## config.mk

```make
export PLATFORM = sky130hd
export DESIGN_NAME = iop_port_route
export DESIGN_NICKNAME = d
export VERILOG_FILES = /design/src/shared/iop_pkg.sv /design/src/design/iop_sync2.sv /design/src/design/iop_port_route.sv
export SDC_FILE = /design/constraint.sdc
export NUM_CORES = 1
export LEC_CHECK = 0
export BUFFER_PORTS_ARGS = -buffer_cell sky130_fd_sc_hd__buf_2
export CAP_MARGIN = 30
export CORE_MARGIN = 2
export CORE_UTILIZATION = 27
export DETAILED_ROUTE_END_ITERATION = 16
export GPL_ROUTABILITY_DRIVEN = 0
export HOLD_SLACK_MARGIN = 0.15
export PLACE_DENSITY_LB_ADDON = 0.05
export SYNTH_ARGS = -nofsm -noshare
export SYNTH_HDL_FRONTEND = slang
export SYNTH_HIERARCHICAL = 1
export SYNTH_SLANG_ARGS = --single-unit
```

## constraint.sdc

```tcl
create_clock -name mclk -period 2.4 [get_ports mclk]
set_input_delay 0.36 -clock mclk [delete_from_list [all_inputs] [get_ports mclk]]
set_output_delay 0.36 -clock mclk [all_outputs]
set_load 0.01 [all_outputs]
```

## src/shared/iop_pkg.sv

```systemverilog
// Purpose: constants and carrier types for the port-to-fabric routing block
// Assumes: 8-pin port, 32-bit Avalon-MM register window, byte addressing
// Notes: all offsets are byte addresses of aligned words
`default_nettype none
package iop_pkg;
    // ------------------------------------------------------------
    // port shape
    // ------------------------------------------------------------
    localparam int unsigned PINS = 8; // pins per port
    localparam int unsigned OE_LINES = 4; // dynamic enable lines
    localparam int unsigned OE_SEL_W = 2; // bits to pick one enable line
    localparam int unsigned ADDR_W = 5; // byte address width
    localparam int unsigned DATA_W = 32; // bus data width
    // ------------------------------------------------------------
    // register offsets
    // ------------------------------------------------------------
    localparam logic [4:0] OFS_IN_SYNC = 5'h00; // input double-sync select
    localparam logic [4:0] OFS_OUT_SYNC = 5'h04; // output single-sync select
    localparam logic [4:0] OFS_OE_USE = 5'h08; // pin follows a dynamic enable
    localparam logic [4:0] OFS_OE_SEL = 5'h0C; // enable line per pin, 2 bits each
    localparam logic [4:0] OFS_PIN_STATE = 5'h10; // synchronized pin levels, read only
    // ------------------------------------------------------------
    // reset values
    // ------------------------------------------------------------
    localparam logic [7:0] RST_IN_SYNC = 8'hFF; // synchronized inputs by default
    localparam logic [7:0] RST_OUT_SYNC = 8'h00; // outputs pass straight through
    localparam logic [7:0] RST_OE_USE = 8'h00; // all pins undriven after reset
    localparam logic [15:0] RST_OE_SEL = 16'h0000; // all pins ganged on line 0
    // ------------------------------------------------------------
    // carrier from the fabric
    // ------------------------------------------------------------
    typedef struct packed {
        logic [3:0] oe; // dynamic output enables
        logic [7:0] data; // pin output data
    } iop_fab_drive_t;
endpackage
`default_nettype wire

```

## src/design/iop_sync2.sv

```systemverilog
// Purpose: two-flop synchronizer for one pin level
// Assumes: d is asynchronous to mclk
// Notes: the first flop feeds only the second
`default_nettype none
module iop_sync2 (
    input wire logic mclk, // system clock
    input wire logic rst_b, // async reset, active low
    input wire logic d, // asynchronous level
    output logic q // level in mclk domain
);
    logic meta_r; // first stage, may go metastable

    // ------------------------------------------------------------
    // two cascaded stages on the system clock
    // ------------------------------------------------------------
    always_ff @(posedge mclk or negedge rst_b) begin
        if (!rst_b) begin
            meta_r <= 1'b0;
            q <= 1'b0;
        end else begin
            meta_r <= d;
            q <= meta_r;
        end
    end
endmodule
`default_nettype wire

```

## src/design/iop_port_route.sv

```systemverilog
// Purpose: routes one 8-pin port to the logic array fabric
// Assumes: fabric signals on mclk; pin inputs asynchronous
// Notes: bypassed paths are combinational by design
//
// What this block does
// - 20 fabric routes: 16 data, 4 enables
// - each pin has input and output route
// - optional single output register stage
// - optional double input synchronizer
// - all sync stages on system clock
// - four dynamic output enable lines
// - enables ganged or up to four individual
// - bypassed input reaches fabric asynchronously
//
// Local design decisions: the register addresses and the Avalon-MM register port.
`default_nettype none
module iop_port_route (
    input wire logic mclk, // system clock, 20 MHz
    input wire logic rst_b, // async reset, active low
    input wire logic [4:0] avs_address, // byte address
    input wire logic avs_read, // read request
    input wire logic avs_write, // write request
    input wire logic [31:0] avs_writedata, // write data
    output logic [31:0] avs_readdata, // read data
    output logic avs_waitrequest, // low on the accepting cycle
    input wire iop_pkg::iop_fab_drive_t fab_drive, // data and enables from fabric
    output logic [7:0] fab_in, // pin levels toward fabric
    input wire logic [7:0] pin_i, // pin input levels
    output logic [7:0] pin_o, // pin output levels
    output logic [7:0] pin_oe // high while pin is driven
);
    // ------------------------------------------------------------
    // configuration state
    // ------------------------------------------------------------
    logic [7:0] in_sync_r; // 1: pin input double-synchronized
    logic [7:0] out_sync_r; // 1: pin output registered
    logic [7:0] oe_use_r; // 1: pin follows its enable line
    logic [15:0] oe_sel_r; // enable line index per pin
    logic wait_r; // waitrequest flop
    logic [31:0] rdata_r; // read data flop
    logic [7:0] pin_sync; // synchronized pin levels
    logic [7:0] out_r; // registered output data
    logic [7:0] oe_r; // registered enables
    logic [7:0] oe_pin; // selected enable per pin
    logic bus_req; // read or write pending
    logic bus_take; // request accepted this edge

    assign bus_req = avs_read | avs_write;
    assign bus_take = bus_req & ~wait_r;

    // decode of one pin's enable line, used for all pins
    function automatic logic pick_oe(input logic [3:0] oe, input logic [1:0] sel);
        pick_oe = oe[sel];
    endfunction

    // ------------------------------------------------------------
    // bus handshake: one wait cycle, then accept
    // ------------------------------------------------------------
    always_ff @(posedge mclk or negedge rst_b) begin
        if (!rst_b) begin
            wait_r <= 1'b1;
        end else if (bus_req && wait_r) begin
            wait_r <= 1'b0; // accept at next edge
        end else begin
            wait_r <= 1'b1;
        end
    end

    // read data captured during the wait cycle, stands at accept edge
    always_ff @(posedge mclk or negedge rst_b) begin
        if (!rst_b) begin
            rdata_r <= 32'h0000_0000;
        end else if (avs_read && wait_r) begin
            case (avs_address)
                iop_pkg::OFS_IN_SYNC: rdata_r <= {24'h00_0000, in_sync_r};
                iop_pkg::OFS_OUT_SYNC: rdata_r <= {24'h00_0000, out_sync_r};
                iop_pkg::OFS_OE_USE: rdata_r <= {24'h00_0000, oe_use_r};
                iop_pkg::OFS_OE_SEL: rdata_r <= {16'h0000, oe_sel_r};
                iop_pkg::OFS_PIN_STATE: rdata_r <= {24'h00_0000, pin_sync};
                default: rdata_r <= 32'h0000_0000; // unmapped reads zero
            endcase
        end
    end

    // ------------------------------------------------------------
    // register writes, taken only at the accept edge
    // ------------------------------------------------------------
    always_ff @(posedge mclk or negedge rst_b) begin
        if (!rst_b) begin
            in_sync_r <= iop_pkg::RST_IN_SYNC;
            out_sync_r <= iop_pkg::RST_OUT_SYNC;
            oe_use_r <= iop_pkg::RST_OE_USE;
            oe_sel_r <= iop_pkg::RST_OE_SEL;
        end else if (avs_write && bus_take) begin
            case (avs_address)
                iop_pkg::OFS_IN_SYNC: in_sync_r <= avs_writedata[7:0];
                iop_pkg::OFS_OUT_SYNC: out_sync_r <= avs_writedata[7:0];
                iop_pkg::OFS_OE_USE: oe_use_r <= avs_writedata[7:0];
                iop_pkg::OFS_OE_SEL: oe_sel_r <= avs_writedata[15:0];
                default: ; // unmapped and read-only writes ignored
            endcase
        end
    end

    // ------------------------------------------------------------
    // per-pin paths
    // ------------------------------------------------------------
    genvar g;
    generate
        for (g = 0; g < 8; g++) begin : g_pin
            // input path: two flops on mclk, or bypass
            iop_sync2 u_sync (
                .mclk(mclk),
                .rst_b(rst_b),
                .d(pin_i[g]),
                .q(pin_sync[g])
            );
            // bypass is a true async path for combinational feed-through
            assign fab_in[g] = in_sync_r[g] ? pin_sync[g] : pin_i[g];
            // enable line picked from the four shared lines
            assign oe_pin[g] = pick_oe(fab_drive.oe, oe_sel_r[2*g+1:2*g]);
        end
    endgenerate

    // output stage: one register on mclk
    always_ff @(posedge mclk or negedge rst_b) begin
        if (!rst_b) begin
            out_r <= 8'h00;
            oe_r <= 8'h00;
        end else begin
            out_r <= fab_drive.data;
            oe_r <= oe_pin; // enable kept aligned with data
        end
    end

    // ------------------------------------------------------------
    // pin drive: unregistered pins stay combinational
    // ------------------------------------------------------------
    always_comb begin
        for (int i = 0; i < 8; i++) begin
            pin_o[i] = out_sync_r[i] ? out_r[i] : fab_drive.data[i];
            pin_oe[i] = oe_use_r[i] & (out_sync_r[i] ? oe_r[i] : oe_pin[i]);
        end
    end

    assign avs_waitrequest = wait_r;
    assign avs_readdata = rdata_r;

    generate
        for (g = 0; g < 8; g++) begin : g_chk

        end
    endgenerate
endmodule
`default_nettype wire

```

==> summary.md <==
| Metric | Value |
|---|---|
| Clk_skew | `5.55 ps` |
| Max H-tree Level | `3` |
| Worst path cell trace | `mux4_2 -> nand3b_1 -> nand2_1 -> buf_2` |
| Slew Viols, Final | `0` |
| Hold Vio Cnt, Final | `0` |
| Root buf cell | `clkbuf_16` |
| Peak VDD IR | `roughly 0.35 mV` |
| Sequential Area | `2240 µm²` |
| Post-place setup slack | `between 500 and 600 ps` |
| Gate Count Post-Synth | `270` |
| DR vias | `2602` |
| Pwr Density | `between 700 and 800 nW/µm²` |
| Initial antenna violation count | `0` |
| Placed Cells incl. Taps | `about 540` |
| Largest net degree at the start of global routing | `41` |
| Setup crit end kind | `primary output` |
| Crit path from | `oe_sel_r[6]$_DFFE_PN0P_` |
| Final setup TNS | `0 ps` |
| Area delta synth->final | `26.6%` |
| Finished Layout Cells | `between 500 and 600` |
| Core region area | `14400 µm²` |
| Ports | `between 100 and 150` |
| Synthesized area | `just under 4000 µm²` |
| Post-CTS Setup Inserts | `0` |
| Cell area after placement | `~4500 µm²` |
| FP Rows | `44` |
| Leakage | `roughly 2.4 nW` |
| CTS tree | `done` |
| Max-slew headroom | `roughly 65%` |
| Hold path startpoint | `avs_write` |
| Avg Synthesized Cell Area | `14.5 µm²` |
| Worst-Skew Late Latency | `350 ps` |
| Worst r2r src | `avs_waitrequest$_DFF_PN1_` |
| Worst Path Max Fanout | `3` |
| Total Wirelength | `a little over 10000 µm` |
| Sequential area share after synthesis | `between 50% and 60%` |
| Post-synthesis register bit count | `slightly below 90` |
| Vias per cell | `4.57` |
| Post-layout min period | `about 2000 ps` |
| Share of cells above drive strength 1 | `between 40% and 50%` |
| Buffers & Inverters on Critical Path | `1` |
| Number of diodes | `0` |
| Yosys cell types | `28` |
| Fmax | `0.505 GHz` |
| Final Instance Area | `a little under 5000 µm²` |
| First-pass GRT wire length | `16500 µm` |
| Setup violators final | `0` |
| CP required | `roughly 2000 ps` |
| Total number of yosys warnings | `6` |
| Post-cts resize count | `0` |
| CP peak stage delay | `between 500 and 600 ps` |
| Area of the multi-input gates | `roughly 1500 µm²` |
| Vias in the first global route | `2718` |
| Initial core utilization | `around 27%` |
| Tcrit/Tclk final | `82.5%` |
| Crit path kind | `flop to primary output` |
| Fillers | `between 1000 and 1500` |
| Final setup margin | `around 420 ps` |
| Die Y | `~120 µm` |
| Clock slew at reported path FFs | `~60 ps` |
| GR Overflow Total | `0` |
| DR pass1 iterations | `5` |
| Final ANT Viol Nets | `0` |
| Crit path max-delay family | `multiplexers` |
| Max Cap Viol | `0` |
| Min-delay worst type | `input port to flop` |
| Post-DP HPWL | `7130 µm` |
| DIE AREA | `approximately 16000 µm²` |
| Chip width | `125 µm` |
| TritonCTS Buffers | `9` |
| Detailed Route Iter0 Violations | `150` |
| Worst endpoint data arrival time | `between 1500 and 2000 ps` |
| RSZ-0062 raised after global routing | `no` |
| Slowest-stage cell, CP | `mux4_2` |
| Remaining DRCs | `0` |
| Measured slew at the worst slew-check pin | `~520 ps` |
| Wire per inst | `18.3 µm` |
| Port Buffers | `85` |
| Nets | `~440` |
| Worst Setup Start Kind | `flop` |
| Clock sink count | `about 90` |
| Status | `completed` |
| CTS Buffer Depth | `2` |
| Gr usage total | `14.3%` |
-- area by class of cell --
cell class / count / area share (%)
Multi-Input combinational cell: 167 / 31.2
Timing Repair Buffer: 112 / 13.8
Sequential cell: 89 / 45.1
Inverter: 1 / 0.0756
Tap cell: 184 / 4.64
Clock inverter: 3 / 0.353
Clock buffer: 13 / 4.84
-- sequential cells by signal, indices dropped and copies added, names as in the netlist --
| name | cells |
|---|---|
| g_pin.u_sync/q | 8 |
| avs_waitrequest | 1 |
| avs_readdata | 16 |
| oe_r | 8 |
| out_sync_r | 8 |
| g_pin.u_sync/meta_r | 8 |
| oe_use_r | 8 |
| oe_sel_r | 16 |
| in_sync_r | 8 |
| out_r | 8 |
-- worst paths after layout --
check                                               to  slack, ps  depth (start not counted)
setup / recovery                             pin_oe[3]        420                          4
max in group asynchronous     in_sync_r[6]$_DFFE_PN1P_       1190                          3
hold reg to reg            g_pin[2].u_sync/q$_DFF_PN0_        350                          0
setup reg to reg           avs_readdata[5]$_DFFE_PN0P_        770                          3
min in group asynchronous           out_r[3]$_DFF_PN0_        480                          2
hold / removal               avs_waitrequest$_DFF_PN1_        170                          2
-- cells by family (layout without fill, tap and decap cells) --
family	Yosys count	in the layout	share of synthesized area, %
other cells	1	16	0.0956
mux	80	80	24.8
compound gates	34	34	6.64
flops	89	89	57.1
simple gates	37	37	6.57
buf+inv	29	129	4.85
-- synthesized netlist by cell type (all sizes together) --
cell type,count,area [µm²]
nor2b,1,6.26
dfstp,9,236
clkbuf,4,15.0
conb,1,3.75
nand4,2,25.0
a22o,8,70.1
nor3,2,32.5
inv,1,3.75
mux2i,16,160
mux2,56,631
dfrtp,80,2000
nor2,1,3.75
and4b,1,10.0
buf,24,171
a32oi,8,70.1
o22a,8,70.1
or4b,2,20.0
nand4b,1,8.76
nand3,9,50.1
o21ai,10,50.1
mux4,8,180
nand2,9,33.8
nand3b,8,60.1
or4,1,7.51
-- placed cells by master (no fill, tap or decap), drive strengths merged, types with 8 or more instances in the layout --
cell type | Yosys | routed
a22o | 8 | 8
a32oi | 8 | 8
buf | 24 | 95
clkbuf | 4 | 13
conb | 1 | 16
dfrtp | 80 | 80
dfstp | 9 | 9
dlygate4sd3 | 0 | 17
mux2 | 56 | 56
mux2i | 16 | 16
mux4 | 8 | 8
nand2 | 9 | 9
nand3 | 9 | 9
nand3b | 8 | 8
o21ai | 10 | 10
o22a | 8 | 8
-- per-stage QoR --
| stage | util (%) | power [W] | hold slack, ps |
|---|---|---|---|
| floorplan | - | 0.00209 | 64.4 |
| global placement | 31.6 | 0.00230 | 308 |
| detailed placement | 31.6 | 0.00231 | 309 |
| CTS | 34.6 | 0.00364 | 154 |
| global route | 34.6 | 0.00379 | 157 |
| finish | 34.6 | 0.00357 | 166 |
-- power breakdown --
group	internal, W	leakage (nW)	switching, W
registers	0.00166	1.12	0.000117
clock network	0.000700	0.124	0.000577
logic	0.000274	1.13	0.000237
-- metal layers --
| layer | GRT usage [%] | vias up | share of wire [%] |
|---|---|---|---|
| li1 | - | 1206 | - |
| met1 | 18.3 | 1317 | 44 |
| met2 | 22.7 | 72 | 48 |
| met3 | 5.58 | 7 | 6.4 |
| met4 | 3.37 | 0 | 1.0 |
| met5 | 0 | - | 0 |
-- worst reg2reg max path: cells and delay by family (launching register included) --
family | cells | cell delay, ps
compound gates | 1 | 230
simple gates | 2 | 770
flops | 1 | 550
-- timing repair --
action                     in CTS  in global routing
setup endpoints to repair       0                  0
hold buffers                   17                  0
hold endpoints to repair       38                  0
(Power assumes the default switching activity.)
